**config.mk**
```make
export PLATFORM = sky130hd
export DESIGN_NAME = bwc_top
export DESIGN_NICKNAME = d
export VERILOG_FILES = /design/src/shared/bwc_pkg.sv /design/src/shared/bwc_dec_if.sv /design/src/rtl/bwc_window_dec.sv /design/src/rtl/bwc_top.sv
export VERILOG_INCLUDE_DIRS = /design/src /design/src/shared
export SDC_FILE = /design/constraint.sdc
export NUM_CORES = 1
export LEC_CHECK = 0
export BUFFER_PORTS_ARGS = -buffer_cell sky130_fd_sc_hd__buf_2
export CORE_UTILIZATION = 39
export DETAILED_ROUTE_END_ITERATION = 6
export PLACE_DENSITY = 0.67
export SKIP_LAST_GASP = 1
export SLEW_MARGIN = 20
export SYNTH_ARGS = -nofsm -noshare
export SYNTH_HDL_FRONTEND = slang
export SYNTH_SLANG_ARGS = --single-unit
```
**constraint.sdc**
```tcl
create_clock -name clk -period 5.35 [get_ports clk]
set_input_delay 0.8025 -clock clk [delete_from_list [all_inputs] [get_ports clk]]
set_output_delay 0.8025 -clock clk [all_outputs]
set_load 0.02 [all_outputs]
```
**src/shared/bwc_map.svh**
```systemverilog
`ifndef BWC_MAP_SVH
`define BWC_MAP_SVH

// ****************************************
// configuration offsets
// ****************************************
`define BWC_OFF_PF_BASE_HI  8'h28
`define BWC_OFF_PF_LIMIT_HI 8'h2C
`define BWC_OFF_IO_HI       8'h30
`define BWC_OFF_CAP         8'h34
`define BWC_OFF_INTR_CTL    8'h3C

// ****************************************
// constant and reset values
// ****************************************
`define BWC_CAP_PTR         8'hDC
`define BWC_INT_PIN         8'h00
`define BWC_INT_LINE_RST    8'h00
`define BWC_WORD_RST        32'h0000_0000
`define BWC_HALF_RST        16'h0000
`define BWC_BCTL_RST        3'h0
`define BWC_MEM_LOW_ZERO    20'h0_0000
`define BWC_MEM_LOW_ONES    20'hF_FFFF
`define BWC_IO_LOW_ZERO     12'h000
`define BWC_IO_LOW_ONES     12'hFFF

// ****************************************
// field positions
// ****************************************
`define BWC_BC_LSB          16
`define BWC_BC_PERR         0
`define BWC_BC_SERR         1
`define BWC_BC_ISA          2
`define BWC_IO_LIMIT_LSB    16
`define BWC_INT_PIN_LSB     8
`define BWC_ISA_SPAN_LSB    16
`define BWC_ALIAS_HI        9
`define BWC_ALIAS_LO        8

`endif

```
**src/shared/bwc_pkg.sv**
```systemverilog
package bwc_pkg;
    typedef logic [31:0] bwc_word_t;
    typedef logic [63:0] bwc_addr_t;
    typedef enum logic {bwc_mem, bwc_io} bwc_space_t;
endpackage

```
**src/shared/bwc_dec_if.sv**
```systemverilog
`timescale 1ns/1ps
interface bwc_dec_if;
    import bwc_pkg::*;
    bwc_addr_t  pf_base;
    bwc_addr_t  pf_limit;
    bwc_addr_t  io_base;
    bwc_addr_t  io_limit;
    logic       isa_enable;
    bwc_addr_t  down_addr;
    bwc_space_t down_space;
    bwc_addr_t  up_addr;
    bwc_space_t up_space;
    logic       down_hit;
    logic       up_hit;

    modport ctl (output pf_base, pf_limit, io_base, io_limit, isa_enable,
                 down_addr, down_space, up_addr, up_space,
                 input  down_hit, up_hit);
    modport dec (input  pf_base, pf_limit, io_base, io_limit, isa_enable,
                 down_addr, down_space, up_addr, up_space,
                 output down_hit, up_hit);
endinterface

```
**src/rtl/bwc_window_dec.sv**
```systemverilog
`timescale 1ns/1ps
`include "bwc_map.svh"
module bwc_window_dec
    import bwc_pkg::*;
(
    bwc_dec_if.dec win
);

    function automatic logic in_window(bwc_addr_t a, bwc_addr_t lo, bwc_addr_t hi);
        in_window = (a >= lo) && (a <= hi); // [RQ5]
    endfunction

    // isa alias: first 64KB, last 768 bytes of each 1KB block
    function automatic logic isa_alias(bwc_addr_t a);
        isa_alias = (a[63:`BWC_ISA_SPAN_LSB] == '0) &&
                    (a[`BWC_ALIAS_HI:`BWC_ALIAS_LO] != 2'b00);
    endfunction

    always_comb begin
        if (win.down_space == bwc_io) begin
            win.down_hit = in_window(win.down_addr, win.io_base, win.io_limit) &&
                           !(win.isa_enable && isa_alias(win.down_addr)); // [RQ12] [RQ13]
        end else begin
            win.down_hit = in_window(win.down_addr, win.pf_base, win.pf_limit); // [RQ5]
        end
        if (win.up_space == bwc_io) begin
            win.up_hit = !in_window(win.up_addr, win.io_base, win.io_limit) ||
                         (win.isa_enable && isa_alias(win.up_addr)); // [RQ14]
        end else begin
            win.up_hit = !in_window(win.up_addr, win.pf_base, win.pf_limit);
        end
    end

endmodule

```
**src/rtl/bwc_top.sv**
```systemverilog
`timescale 1ns/1ps
`include "bwc_map.svh"
// Functional notes
// RQ1: a fully writable 32-bit register holds bits 63:32 of the prefetch window top, reset 0.
// RQ2: a writable 32-bit register holds bits 63:32 of the prefetch bottom, joined to the low base.
// RQ3: a writable 16-bit field holds bits 31:16 of the I/O window bottom, reset 0.
// RQ4: a writable 16-bit field holds bits 31:16 of the I/O window top, reset 0.
// RQ5: a transaction is forwarded only when its full address lies inclusively inside the window.
// RQ6: the capability pointer byte is read-only and always reads DCh.
// RQ7: the interrupt line byte is writable; boot software is expected to write FFh to it.
// RQ8: the interrupt pin byte at bits 15:8 is read-only and shows no pin.
// RQ9: with control bit 16 clear, secondary parity errors are ignored; this is the reset state.
// RQ10: with control bit 16 set, secondary parity errors are detected and reported.
// RQ11: control bit 17 gates the secondary system error onto the primary side, reset 0.
// RQ12: with control bit 18 clear, every in-window I/O address is forwarded without filtering.
// RQ13: with bit 18 set, in-window I/O in the first 64KB hitting the last 768 bytes of 1KB is blocked.
// RQ14: with bit 18 set, secondary I/O in the last 768 bytes of a 1KB block is forwarded upstream; the code does so only in the first 64KB.
module bwc_top
    import bwc_pkg::*;
(
    input  logic        clk,
    input  logic        sys_rst,
    input  logic        cfg_wr,
    input  logic        cfg_rd,
    input  logic [7:0]  cfg_addr,
    input  logic [3:0]  cfg_be,
    input  logic [31:0] cfg_wdata,
    output logic [31:0] cfg_rdata,
    output logic        cfg_ack,
    input  logic [11:0] pf_base_low,
    input  logic [11:0] pf_limit_low,
    input  logic [3:0]  io_base_low,
    input  logic [3:0]  io_limit_low,
    input  logic        prim_req_valid,
    input  logic [63:0] prim_req_addr,
    input  logic        prim_req_io,
    output logic        fwd_down_valid,
    output logic        fwd_down,
    input  logic        sec_req_valid,
    input  logic [63:0] sec_req_addr,
    input  logic        sec_req_io,
    output logic        fwd_up_valid,
    output logic        fwd_up,
    input  logic        sec_parity_err,
    output logic        sec_parity_report,
    input  logic        secondary_system_error_n,
    output logic        prim_system_error_n
);

    // ****************************************
    // state
    // ****************************************
    bwc_word_t   pf_base_high,  next_pf_base_high;
    bwc_word_t   pf_limit_high, next_pf_limit_high;
    logic [15:0] io_base_high,  next_io_base_high;
    logic [15:0] io_limit_high, next_io_limit_high;
    logic [7:0]  int_line,      next_int_line;
    logic [2:0]  bctl,          next_bctl;
    bwc_word_t   next_cfg_rdata;
    logic        next_cfg_ack;
    logic        next_fwd_down_valid, next_fwd_down;
    logic        next_fwd_up_valid,   next_fwd_up;
    logic        next_sec_parity_report;
    logic        next_prim_system_error_n;

    function automatic bwc_word_t merge_be(bwc_word_t old, bwc_word_t wd, logic [3:0] be);
        merge_be = old;
        for (int i = 0; i < 4; i++) begin
            if (be[i]) begin
                merge_be[i*8 +: 8] = wd[i*8 +: 8];
            end
        end
    endfunction

    // ****************************************
    // window decoder
    // ****************************************
    bwc_dec_if win ();

    assign win.pf_base    = {pf_base_high, pf_base_low, `BWC_MEM_LOW_ZERO};   // [RQ2]
    assign win.pf_limit   = {pf_limit_high, pf_limit_low, `BWC_MEM_LOW_ONES}; // [RQ1]
    assign win.io_base    = {32'h0000_0000, io_base_high, io_base_low, `BWC_IO_LOW_ZERO};
    assign win.io_limit   = {32'h0000_0000, io_limit_high, io_limit_low, `BWC_IO_LOW_ONES};
    assign win.isa_enable = bctl[`BWC_BC_ISA];
    assign win.down_addr  = prim_req_addr;
    assign win.down_space = prim_req_io ? bwc_io : bwc_mem;
    assign win.up_addr    = sec_req_addr;
    assign win.up_space   = sec_req_io ? bwc_io : bwc_mem;

    bwc_window_dec u_dec (
        .win (win.dec)
    );

    // ****************************************
    // configuration access
    // ****************************************
    always_comb begin
        bwc_word_t cur;
        cur                = '0;
        next_pf_base_high  = pf_base_high;
        next_pf_limit_high = pf_limit_high;
        next_io_base_high  = io_base_high;
        next_io_limit_high = io_limit_high;
        next_int_line      = int_line;
        next_bctl          = bctl;
        next_cfg_rdata     = cfg_rdata;
        next_cfg_ack       = cfg_wr | cfg_rd;
        case (cfg_addr)
            `BWC_OFF_PF_BASE_HI:  cur = pf_base_high;
            `BWC_OFF_PF_LIMIT_HI: cur = pf_limit_high;
            `BWC_OFF_IO_HI:       cur = {io_limit_high, io_base_high};
            `BWC_OFF_CAP:         cur = {24'h00_0000, `BWC_CAP_PTR}; // [RQ6]
            `BWC_OFF_INTR_CTL:    cur = {13'h0000, bctl, `BWC_INT_PIN, int_line}; // [RQ8]
            default:              cur = '0;
        endcase
        if (cfg_rd) begin
            next_cfg_rdata = cur;
        end
        if (cfg_wr) begin
            case (cfg_addr)
                `BWC_OFF_PF_BASE_HI: begin
                    next_pf_base_high = merge_be(pf_base_high, cfg_wdata, cfg_be); // [RQ2]
                end
                `BWC_OFF_PF_LIMIT_HI: begin
                    next_pf_limit_high = merge_be(pf_limit_high, cfg_wdata, cfg_be); // [RQ1]
                end
                `BWC_OFF_IO_HI: begin
                    cur = merge_be(cur, cfg_wdata, cfg_be);
                    next_io_base_high  = cur[`BWC_IO_LIMIT_LSB-1:0];  // [RQ3]
                    next_io_limit_high = cur[31:`BWC_IO_LIMIT_LSB];   // [RQ4]
                end
                `BWC_OFF_INTR_CTL: begin
                    cur = merge_be(cur, cfg_wdata, cfg_be);
                    next_int_line = cur[7:0];                         // [RQ7]
                    next_bctl     = cur[`BWC_BC_LSB +: 3];            // [RQ9] [RQ11] [RQ12]
                end
                default: begin
                end
            endcase
        end
    end

    // ****************************************
    // forwarding and error paths
    // ****************************************
    always_comb begin
        next_fwd_down_valid = prim_req_valid;
        next_fwd_down       = prim_req_valid & win.down_hit; // [RQ5] [RQ13]
        next_fwd_up_valid   = sec_req_valid;
        next_fwd_up         = sec_req_valid & win.up_hit;    // [RQ14]
        next_sec_parity_report = sec_parity_err & bctl[`BWC_BC_PERR]; // [RQ9] [RQ10]
        next_prim_system_error_n =
            ~(~secondary_system_error_n & bctl[`BWC_BC_SERR]);        // [RQ11]
    end

    always_ff @(posedge clk or posedge sys_rst) begin
        if (sys_rst) begin
            pf_base_high        <= `BWC_WORD_RST;
            pf_limit_high       <= `BWC_WORD_RST;
            io_base_high        <= `BWC_HALF_RST;
            io_limit_high       <= `BWC_HALF_RST;
            int_line            <= `BWC_INT_LINE_RST;
            bctl                <= `BWC_BCTL_RST;
            cfg_rdata           <= `BWC_WORD_RST;
            cfg_ack             <= 1'b0;
            fwd_down_valid      <= 1'b0;
            fwd_down            <= 1'b0;
            fwd_up_valid        <= 1'b0;
            fwd_up              <= 1'b0;
            sec_parity_report   <= 1'b0;
            prim_system_error_n <= 1'b1;
        end else begin
            pf_base_high        <= next_pf_base_high;
            pf_limit_high       <= next_pf_limit_high;
            io_base_high        <= next_io_base_high;
            io_limit_high       <= next_io_limit_high;
            int_line            <= next_int_line;
            bctl                <= next_bctl;
            cfg_rdata           <= next_cfg_rdata;
            cfg_ack             <= next_cfg_ack;
            fwd_down_valid      <= next_fwd_down_valid;
            fwd_down            <= next_fwd_down;
            fwd_up_valid        <= next_fwd_up_valid;
            fwd_up              <= next_fwd_up;
            sec_parity_report   <= next_sec_parity_report;
            prim_system_error_n <= next_prim_system_error_n;
        end
    end

    // ****************************************
    // checks
    // ****************************************
    logic prim_alias;
    logic sec_alias;
    logic prim_io_in;
    logic sec_io_in;
    assign prim_alias = (prim_req_addr[63:`BWC_ISA_SPAN_LSB] == '0) &&
                        (prim_req_addr[`BWC_ALIAS_HI:`BWC_ALIAS_LO] != 2'b00);
    assign sec_alias  = (sec_req_addr[63:`BWC_ISA_SPAN_LSB] == '0) &&
                        (sec_req_addr[`BWC_ALIAS_HI:`BWC_ALIAS_LO] != 2'b00);
    assign prim_io_in = (prim_req_addr >= win.io_base) && (prim_req_addr <= win.io_limit);
    assign sec_io_in  = (sec_req_addr >= win.io_base) && (sec_req_addr <= win.io_limit);
endmodule

```
==> run metrics, run 1 <==
I/O pin cnt 253; Top FF cell, synth dfrtp_1; Worst Setup Start Kind input pin; DR vias/cell 5.72; Chip Width 182 µm; Worst-Margin Slew between 1 and 1.5 ns; WS Path Type input pin to flop; critical path arrival 3.48 ns; setup TNS 0 ns; first-pass GRT wire length 66.9 mm; Yosys cell types 63; drt first pass iters 7; CTS resizes 0; outcome finished, violations left; Tot Pwr roughly 3.1 mW; Hold Crit Endpoint prim_system_error_n$_DFF_PP1_; final hold violation count 0; CP Max Fanout 23; fraction of layout cells with a size suffix above 1 a little under a quarter; Vias around 12,000; global route total overflow 0; RSZ-0062 raised after global routing false; R2R cell count 8; Synth area leaders dfrtp_1, ha_1, mux2_2; setup violators final 0; Pleak 7.24 nW; Syn Inst Count about 1,400; TritonCTS clock tree done; EDFF count, synth 0; pin count of the biggest net entering global routing 104; Non-Filler Instances 2,088; max_slew headroom 17.9%; R2R setup slack 2.43 ns; Clock Skew 0.0155 ns; WHS Path Cells 1; initial antenna violation count 7; Synth async-reset ratio 100%; CORE AREA 0.0318 mm²; Clock Pin Slew Worst Setup and Hold Paths roughly 0.07 ns; Synth top area share 28.6%; HP Class flop to flop; # hold bufs at CTS 0; drt drc 1; DR iter-0 viols 978; fin crit period 3.18 ns; Initial Util 39.9%; area occupied by multi-input gates approximately 0.0083 mm²; Yosys top cell by area dfrtp_1; FILL cells 3,067; Synth Register Bits between 100 and 150; clk_lat worst skew 0.43 ns; failing checks DRC; pwr/cell area just over 200 mW/mm²; Avg Cell Area, Syn 9.06 µm²; H-tree Lvls 4; CTS Root Cell clkbuf_16; TritonCTS Sinks ~150; CTS max path bufs 2; Worst R2R Start pf_limit_high[29]$_DFFE_PP0P_; vias in the first global route 11,658; commonest non-fill, non-tap cells in the layout ha_1, buf_2, dfrtp_1; routed length per instance 21.2 µm; dpl cells 2,049; final slew viol count 0; Post-Syn Area 0.0127 mm²; Hold Startpoint bctl[1]$_DFFE_PP0P_; total track usage between 20% and 30%; Die Ht 182 µm; Routed WL 44.2 mm; ANT nets after route 0; VDD IR-drop max 0.000201 V; Rows 65; crit path capture type flop; IO Port Bufs 252; Seq/Total Area, Yosys 28.8%; cts bufs inserted 17; commonest non-fill, non-tap cell in the layout ha_1; Storage cell area 0.00365 mm²; Die Area around 0.033 mm²; WP data required 5.66 ns; Setup Buffers After CTS 0; Synth-to-Final Area Change 18.1%; number of max-cap violations 0; Detailed Place HPWL between 30 and 40 mm; Fmax 315 MHz; fin crit share 59.4%; Syn Nets 1,871; r2r endpoint fwd_up$_DFF_PP0_; GPL Wtd Cong about 0.95; final net count 2,104; Synth Warn # 0
==> final cells by class <==
| cell class | instances | area share [%] |
|---|---|---|
| inverter | 142 | 3.59 |
| multi-input combinational | 1072 | 55.6 |
| tap | 435 | 3.63 |
| sequential | 146 | 24.4 |
| clock inverter | 12 | 0.985 |
| clock buffer | 20 | 3.05 |
| timing repair buffer | 255 | 8.63 |
| antenna | 6 | 0.100 |
==> where the power goes <==
group,leakage [nW],switching (mW),internal [mW]
logic,5.01,0.412,0.267
clock network,0.290,0.516,0.722
registers,1.95,0.0267,1.14
==> state kept, by name (all words and copies together), names as in the netlist <==
name / cells
bctl: 3
cfg_ack: 1
cfg_rdata: 32
fwd_down: 1
fwd_down_valid: 1
fwd_up: 1
fwd_up_valid: 1
int_line: 8
io_base_high: 16
io_limit_high: 16
pf_base_high: 32
pf_limit_high: 32
prim_system_error_n: 1
sec_parity_report: 1
==> cells in the mapped netlist, types with 5 or more instances <==
cell and n:
a211oi_1 9, a21o_1 50, a21oi_1 130, a221oi_1 12, a22oi_1 21, a2bb2oi_1 5
a31oi_1 5, and2_1 6, and3_1 6, and4_1 6, buf_2 13, clkbuf_1 27
dfrtp_1 145, ha_1 256, inv_1 142, mux2_2 84, mux2i_1 23, nand2_1 100
nand2b_1 8, nand3_1 19, nand4_1 59, nor2_1 86, nor2b_1 5, nor3_1 13
nor4_1 34, o21ai_0 78, o22ai_1 7
==> logic make-up after synthesis <==
family / synth area share (%)
flops: 28.8
mux: 9.27
fa+ha+maj: 25.2
compound gates: 16.8
simple gates: 14.4
buf+inv: 5.54
==> worst max path at each step <==
| stage | from | end | slack [ns] | cells after the start |
|---|---|---|---|---|
| after CTS | cfg_addr[1] | io_base_high[1]$_DFFE_PP0P_ | 1.85 | 6 |
| after global routing | cfg_addr[1] | pf_base_high[2]$_DFFE_PP0P_ | 1.97 | 8 |
| final | cfg_addr[1] | pf_base_high[2]$_DFFE_PP0P_ | 2.17 | 8 |
| after floorplan | sys_rst | bctl[0]$_DFFE_PP0P_ | 0.63 | 1 |
| after global placement | cfg_addr[1] | io_base_high[0]$_DFFE_PP0P_ | 1.48 | 6 |
| after detailed placement | cfg_addr[1] | io_base_high[0]$_DFFE_PP0P_ | 1.44 | 6 |
==> routing by layer <==
layer / up-vias / global-route usage (%) / part of all wire [%] / wire, µm
met5: - / 0 / 0.077 / 34
met4: 6 / 9.24 / 2.8 / 1260
met3: 79 / 5.37 / 8.2 / 3610
met2: 531 / 42.9 / 45 / 20000
met1: 5670 / 35.3 / 44 / 19200
li1: 5647 / - / - / -
==> per-stage QoR <==
| step | area, µm² | worst slack, ns | hold WS (ns) | utilization (%) |
|---|---|---|---|---|
| finish | 15000 | 2.17 | 0.469 | 47.1 |
| global route | 15000 | 1.97 | 0.495 | 47.1 |
| CTS | 15000 | 1.85 | 0.470 | 47.0 |
| detailed placement | 14400 | 1.44 | 0.457 | 45.1 |
| global placement | 14400 | 1.48 | 0.434 | 45.1 |
| floorplan | 12700 | 0.626 | 0.396 | - |
==> worst max-delay path, cell delays in order <==
cell,delay (ns)
buf_2,0.09
nor3b_1,0.23
and2_1,0.18
and3b_1,0.87
nand2_1,0.11
nor2_1,0.31
and2_1,0.48
mux2_2,0.39
(Power assumes the default switching activity.)
==> inputs of run 2 (changes only) <==
Settings changed: PLACE_DENSITY 0.67 to 0.69.
Clock period 5.35 ns to 2.71 ns, I/O delays scaled along.
==> run metrics, run 2 (same netlist as run 1, synthesis figures left out) <==
outcome finished clean (was finished, violations left); R2R setup slack 0.14 ns (was 2.43 ns); Detailed Place HPWL 37.5 mm (was 36.5 mm); number of max-cap violations 0 (unchanged); final hold violation count 0 (unchanged); Setup Buffers After CTS 0 (unchanged); area occupied by multi-input gates 0.00834 mm² (about the same); drt first pass iters 7 (unchanged); total track usage 27.0% (was 26.6%); Pleak 7.40 nW (was 7.24 nW); post-route cell area 0.0152 mm² (was 0.0150 mm²); crit-path cells inv_1 -> ha_1 -> and4_1 -> nand4_1 -> nor4_1 -> buf_4 -> nand3_1 -> nor2_1 -> a21oi_1 -> o221a_2 (was buf_2 -> nor3b_1 -> and2_1 -> and3b_1 -> nand2_1 -> nor2_1 -> and2_1 -> mux2_2); Worst Setup Start Kind flop (was input pin); CTS resizes 0 (unchanged); dpl cells 2,082 (was 2,049); Worst-Margin Slew 0.715 ns (was 1.23 ns); Initial Util 39.9% (unchanged); Rows 65 (unchanged); HP Class input pin to async pin (was flop to flop); Top Registers cfg_rdata (32), pf_base_high (32), pf_limit_high (32) (unchanged); commonest non-fill, non-tap cells in the layout ha_1, buf_2, dfrtp_1 (unchanged); global route total overflow 0 (unchanged); setup violators final 0 (unchanged); WS Path Type flop to flop (was input pin to flop); final net count 2,136 (was 2,104); # hold bufs at CTS 0 (unchanged); Routed WL 44.5 mm (was 44.2 mm); CP Max Fanout 3 (was 23); GPL Wtd Cong 0.957 (was 0.947); Fmax 389 MHz; Non-Filler Instances 2,116 (was 2,088); ANT nets after route 0 (unchanged); Vias 12,107 (was 11,933); CTS Root Cell clkbuf_16 (unchanged); R2R cell count 10 (was 8); fin crit period roughly 2.6 ns; fin crit share a little over nine tenths; Flop pwr share 38.2% (was 37.9%); routed length per instance 21.0 µm (was 21.2 µm); Die Ht 182 µm (unchanged); Storage cell area 0.00365 mm² (unchanged); max_slew headroom 52.0% (was 17.9%); setup ws final 0.138 ns (was 2.17 ns); commonest non-fill, non-tap cell in the layout ha_1 (unchanged); IO Port Bufs 252 (unchanged); Synth-to-Final Area Change 19.8% (was 18.1%); Chip Width 182 µm (unchanged); Die Area 0.0333 mm² (unchanged); pre-CTS setup slack -0.0153 ns (was 1.44 ns); cts bufs inserted 17 (unchanged); Clock Skew 0.0121 ns (was 0.0155 ns); cell internal pwr 4.24 mW (was 2.13 mW); area post-placement 0.0146 mm² (was 0.0144 mm²); RSZ-0062 raised after global routing false (unchanged); r2r endpoint fwd_up$_DFF_PP0_ (unchanged); TritonCTS Sinks 146 (unchanged); sum of buffers and inverters on the critical path 2 (was 1); H-tree Lvls 4 (unchanged); VDD IR-drop max 0.000278 V (was 0.000201 V); Clock Pin Slew Worst Setup and Hold Paths 0.07 ns (about the same); TritonCTS clock tree done (unchanged); DR iter-0 viols 898 (was 978); Top delay family on crit path simple AND/OR/NAND/NOR gates (unchanged); crit path capture type flop (unchanged); drt drc 0 (was 1); DR vias/cell 5.72 (about the same); fraction of layout cells with a size suffix above 1 24.4% (was 23.2%); initial antenna violation count 1 (was 7); Comb power frac 22.6% (was 22.0%); final slew viol count 0 (unchanged); WP data required 3.04 ns (was 5.66 ns); first-pass GRT wire length 67.8 mm (was 66.9 mm); switching power total 1.79 mW (was 0.955 mW); Switching Share 29.7% (was 30.9%); Worst R2R Start pf_limit_high[29]$_DFFE_PP0P_ (unchanged); pwr/cell area 396 mW/mm² (was 206 mW/mm²); pin count of the biggest net entering global routing 79 (was 104); CORE AREA 0.0318 mm² (unchanged); I/O pin cnt 253 (unchanged); Worst Setup SP pf_limit_high[29]$_DFFE_PP0P_ (was cfg_addr[1]); critical path arrival 2.90 ns (was 3.48 ns); CTS max path bufs 2 (unchanged); clk_lat worst skew 0.43 ns (about the same); FILL cells 3,044 (was 3,067); Clock power frac 39.1% (was 40.1%); CP max stage delay 0.56 ns (was 0.87 ns); vias in the first global route 12,001 (was 11,658); CP max-delay cell nor4_1 (was and3b_1)
-- run 2: changes by cell type in the layout (fill, tap and decap cells not counted), sizes merged --
cell / previous run / this run
clkinv: 4 / 3
buf: 255 / 287
diode: 6 / 2
clkbuf: 20 / 25
inv: 146 / 142
-- run 2: worst max-delay path by stage --
stage / end / slack, ns / cells past startpoint
2_1_floorplan: fwd_down$_DFF_PP0_ / 0.37 / 9
3_3_place_gp: fwd_down$_DFF_PP0_ / 0.11 / 10
3_5_place_dp: fwd_down$_DFF_PP0_ / -0.02 / 10
4_1_cts: fwd_up$_DFF_PP0_ / 0.23 / 10
5_1_grt: fwd_up$_DFF_PP0_ / 0.05 / 10
6_report: fwd_up$_DFF_PP0_ / 0.14 / 10
-- run 2: power groups by stage --
stage	clock [mW]	sequential, mW	combinational (mW)
floorplan	0	2.37	0.709
global placement	0	2.34	1.31
detailed placement	0	2.34	1.35
CTS	2.39	2.30	1.36
global route	2.50	2.31	1.53
finish	2.36	2.30	1.36
-- run 2: final cells by class --
type	instances	area share, %
clock inverter	7	0.650
tap	435	3.58
timing repair buffer	287	10.2
multi-input combinational	1072	54.8
clock buffer	25	3.19
antenna	2	0.0329
sequential	146	24.0
inverter	142	3.53
-- run 2: worst reg2reg max path, cell delays in order (launching register included) --
cell and delay (ns):
dfrtp_1 0.37, inv_1 0.08, ha_1 0.28, and4_1 0.25, nand4_1 0.19, nor4_1 0.56
buf_4 0.24, nand3_1 0.07, nor2_1 0.13, a21oi_1 0.05, o221a_2 0.25
-- run 2: metal layers --
metal / track usage (%) / wire [µm] / vias up
li1: - / - / 5721
met1: 35.0 / 18900 / 5792
met2: 45.2 / 20900 / 524
met3: 5.15 / 3570 / 70
met4: 8.67 / 1120 / 0
met5: 0 / 0 / -
-- run 2: through the flow --
stage / setup TNS (ns) / utilization (%) / hold slack [ns] / total power [mW]
6_report: 0 / 47.8 / 0.0933 / 6.02
5_1_grt: 0 / 47.8 / 0.0846 / 6.33
4_1_cts: 0 / 47.8 / 0.0881 / 6.05
3_5_place_dp: -0.0153 / 46.0 / 0.452 / 3.69
3_3_place_gp: 0 / 46.0 / 0.449 / 3.65
2_1_floorplan: 0 / - / 0.396 / 3.08
==> inputs of run 3 (changes only) <==
Settings changed: ABC_AREA set to 1, HOLD_SLACK_MARGIN set to 0.05.
==> run metrics, run 3 <==
outcome finished, violations left (was finished clean); failing checks DRC; setup TNS 0 ns (unchanged); crit path capture type flop (unchanged); Clock Pin Slew Worst Setup and Hold Paths 0.07 ns (about the same); initial antenna violation count 5 (was 1); Vias 13,601 (was 12,107); Die Ht 187 µm (was 182 µm); fin crit period 2.07 ns (was 2.57 ns); Avg Cell Area, Syn 7.08 µm² (was 9.06 µm²); Die Area 0.0349 mm² (was 0.0333 mm²); R2R setup slack 0.64 ns (was 0.14 ns); cts bufs inserted 17 (unchanged); number of max-cap violations 0 (unchanged); Worst R2R Start io_limit_high[15]$_DFFE_PP0P_ (was pf_limit_high[29]$_DFFE_PP0P_); setup ws final 0.641 ns (was 0.138 ns); VDD IR-drop max 0.000379 V (was 0.000278 V); Rows 67 (was 65); Synth area leaders dfrtp_1, ha_1, nand2_1 (was dfrtp_1, ha_1, mux2_2); max_slew headroom 50.5% (was 52.0%); GPL Wtd Cong 0.967 (was 0.957); pin count of the biggest net entering global routing 78 (was 79); setup violators final 0 (unchanged); ANT nets after route 0 (unchanged); Syn Inst Count 1,881 (was 1,401); global route total overflow 0 (unchanged); GR Layer Usage met3 4.21% (was 5.15%); top post-synthesis cells by count nand2_1, inv_1, ha_1, nor2_1, dfrtp_1 (was ha_1, dfrtp_1, inv_1, a21oi_1, nand2_1); Top Registers cfg_rdata (32), pf_base_high (32), pf_limit_high (32) (unchanged); R2R cell count 11 (was 10); Routed WL 45.9 mm (was 44.5 mm); Worst-Margin Slew 0.741 ns (was 0.715 ns); WS Path Type flop to flop (unchanged); CP max-delay cell nor4_1 (unchanged); Detailed Place HPWL 37.9 mm (was 37.5 mm); Most Used Layer, Global Route met2 (unchanged); Top FF cell, synth dfrtp_1 (unchanged); Chip Width 187 µm (was 182 µm); M1 GR Usage 35.8% (was 35.0%); fin crit share 76.4% (was 94.9%); critical path arrival 2.41 ns (was 2.90 ns); Initial Util 39.7% (was 39.9%); Worst Setup Start Kind flop (unchanged); H-tree Lvls 4 (unchanged); crit-path cells inv_1 -> ha_1 -> nand2_1 -> nor4_1 -> nand2_1 -> nor2_1 -> a21oi_1 -> nor2_1 -> nor2_1 -> nand2_1 -> inv_1 (was inv_1 -> ha_1 -> and4_1 -> nand4_1 -> nor4_1 -> buf_4 -> nand3_1 -> nor2_1 -> a21oi_1 -> o221a_2); Synth async-reset ratio 100% (unchanged); Yosys top cell by area dfrtp_1 (unchanged); pre-CTS setup slack 0.495 ns (was -0.0153 ns); first-pass GRT wire length 70.9 mm (was 67.8 mm); vias in the first global route 13,026 (was 12,001); final hold violation count 0 (unchanged); Synth Register Bits 146 (unchanged); DR iter-0 viols 1,112 (was 898); fraction of layout cells with a size suffix above 1 14.8% (was 24.4%); Setup crit end fwd_up$_DFF_PP0_ (unchanged); drt first pass iters 7 (unchanged); commonest non-fill, non-tap cells in the layout nand2_1, inv_1, ha_1 (was ha_1, buf_2, dfrtp_1); Synth Warn # 0 (unchanged); FILL cells 3,442 (was 3,044); Fmax 483 MHz (was 389 MHz); CORE AREA 0.0335 mm² (was 0.0318 mm²); CTS Root Cell clkbuf_16 (unchanged); DR vias/cell 5.24 (was 5.72); EDFF count, synth 0 (unchanged); Yosys cell types 36 (was 63); area post-placement 0.0151 mm² (was 0.0146 mm²); clk_lat worst skew 0.44 ns (was 0.43 ns); Clock Skew 0.00692 ns (was 0.0121 ns); top-count cell post-synth nand2_1 (was ha_1); CP max stage delay 0.60 ns (was 0.56 ns); CP Max Fanout 4 (was 3); IO Port Bufs 252 (unchanged); final net count 2,600 (was 2,136); Synth top area share 27.2% (was 28.6%); I/O pin cnt 253 (unchanged); Synth-to-Final Area Change 18.2% (was 19.8%); r2r endpoint fwd_up$_DFF_PP0_ (unchanged); final slew viol count 0 (unchanged); drt drc 1 (was 0); HP Class input pin to flop (was input pin to async pin); Worst Setup SP io_limit_high[15]$_DFFE_PP0P_ (was pf_limit_high[29]$_DFFE_PP0P_); met2 usage 43.2% (was 45.2%); CTS max path bufs 2 (unchanged); routed length per instance 17.7 µm (was 21.0 µm); WHS 0.0931 ns (was 0.0933 ns); commonest non-fill, non-tap cell in the layout nand2_1 (was ha_1); Post-Syn Area 0.0133 mm² (was 0.0127 mm²); total track usage 26.4% (was 27.0%); WP data required 3.05 ns (was 3.04 ns); pwr/cell area 396 mW/mm² (about the same); Seq/Total Area, Yosys 27.4% (was 28.8%); Pleak 8.43 nW (was 7.40 nW); RSZ-0062 raised after global routing false (unchanged); post-route cell area 0.0157 mm² (was 0.0152 mm²); Syn Nets 2,351 (was 1,871); TritonCTS clock tree done (unchanged); TritonCTS Sinks 146 (unchanged)
run 3: cell types whose count changed after synthesis, sizes merged, moves of 11 or more:
| cell | previous run | this run |
|---|---|---|
| nand2 | 101 | 533 |
| inv | 142 | 280 |
| nor2 | 86 | 175 |
| mux2 | 84 | 0 |
| a21o | 50 | 7 |
| o21ai | 79 | 119 |
| nand3 | 19 | 53 |
| nor4 | 34 | 3 |
| nand4 | 59 | 30 |
| mux2i | 23 | 0 |
| o221ai | 1 | 21 |
| a221oi | 12 | 0 |
| o22ai | 7 | 18 |
run 3: timing repair:
item                      in CTS  in global routing
setup buffers                  0                  0
hold endpoints to repair      17                  0
gates resized for setup        0                  0
hold buffers                   1                  0
run 3: cell type report:
class,count,area [µm²],area share [%]
multi-input cells,1418,8440,53.6
inverters,282,1060,6.76
clock inverters,15,195,1.24
well taps,448,561,3.56
clock buffers,17,425,2.70
repair buffers,265,1390,8.81
flip-flops and latches,146,3650,23.2
diodes,5,12.5,0.0795
run 3: stage by stage:
stage | power [mW] | util, % | instances
after global routing | 6.57 | 46.9 | 2593
final | 6.23 | 46.9 | 2596
after CTS | 6.26 | 46.9 | 2591
after detailed placement | 3.72 | 45.0 | 2558
after floorplan | 3.14 | - | 1881
after global placement | 3.67 | 45.0 | 2558
run 3: critical path, delay by kind of cell (launching register included):
kind	cells	cell delay [ns]
flip-flops	1	0.32
buffers and inverters	2	0.13
AO/OA/AOI/OAI	1	0.05
adder cells (fa/ha/maj)	1	0.32
AND/OR/NAND/NOR	7	1.13
run 3: per-layer routing:
| metal | share of wire, % | vias to the layer above |
|---|---|---|
| met3 | 6.8 | 64 |
| met5 | 0.061 | - |
| met2 | 46 | 524 |
| li1 | - | 6703 |
| met1 | 45 | 6306 |
| met4 | 2.1 | 4 |
run 3: worst min path at each step:
stage	startpoint	to	slack (ns)	cells past startpoint
final	prim_req_valid	fwd_down_valid$_DFF_PP0_	0.09	1
after global placement	cfg_rdata[28]$_DFFE_PP0P_	cfg_rdata[28]$_DFFE_PP0P_	0.46	2
after detailed placement	cfg_rdata[28]$_DFFE_PP0P_	cfg_rdata[28]$_DFFE_PP0P_	0.46	2
after floorplan	bctl[0]$_DFFE_PP0P_	sec_parity_report$_DFF_PP0_	0.43	2
after global routing	prim_req_valid	fwd_down_valid$_DFF_PP0_	0.08	1
after CTS	prim_req_valid	fwd_down_valid$_DFF_PP0_	0.07	1
run 3: cells by family (layout without fill, tap and decap cells):
| group | after synthesis | after routing | share of synthesized area [%] |
|---|---|---|---|
| and+or+nand+nor | 828 | 828 | 25.2 |
| AOI/OAI and AO/OA | 334 | 334 | 14.1 |
| buffers and inverters | 317 | 579 | 9.17 |
| adders and majority gates | 256 | 256 | 24.1 |
| DFF | 146 | 146 | 27.4 |
| other | 0 | 5 | 0 |
run 3: power by group:
part	switching, mW	internal (mW)	total, mW
combinational	0.886	0.514	1.40
clock	1.06	1.48	2.54
sequential	0.0341	2.26	2.29
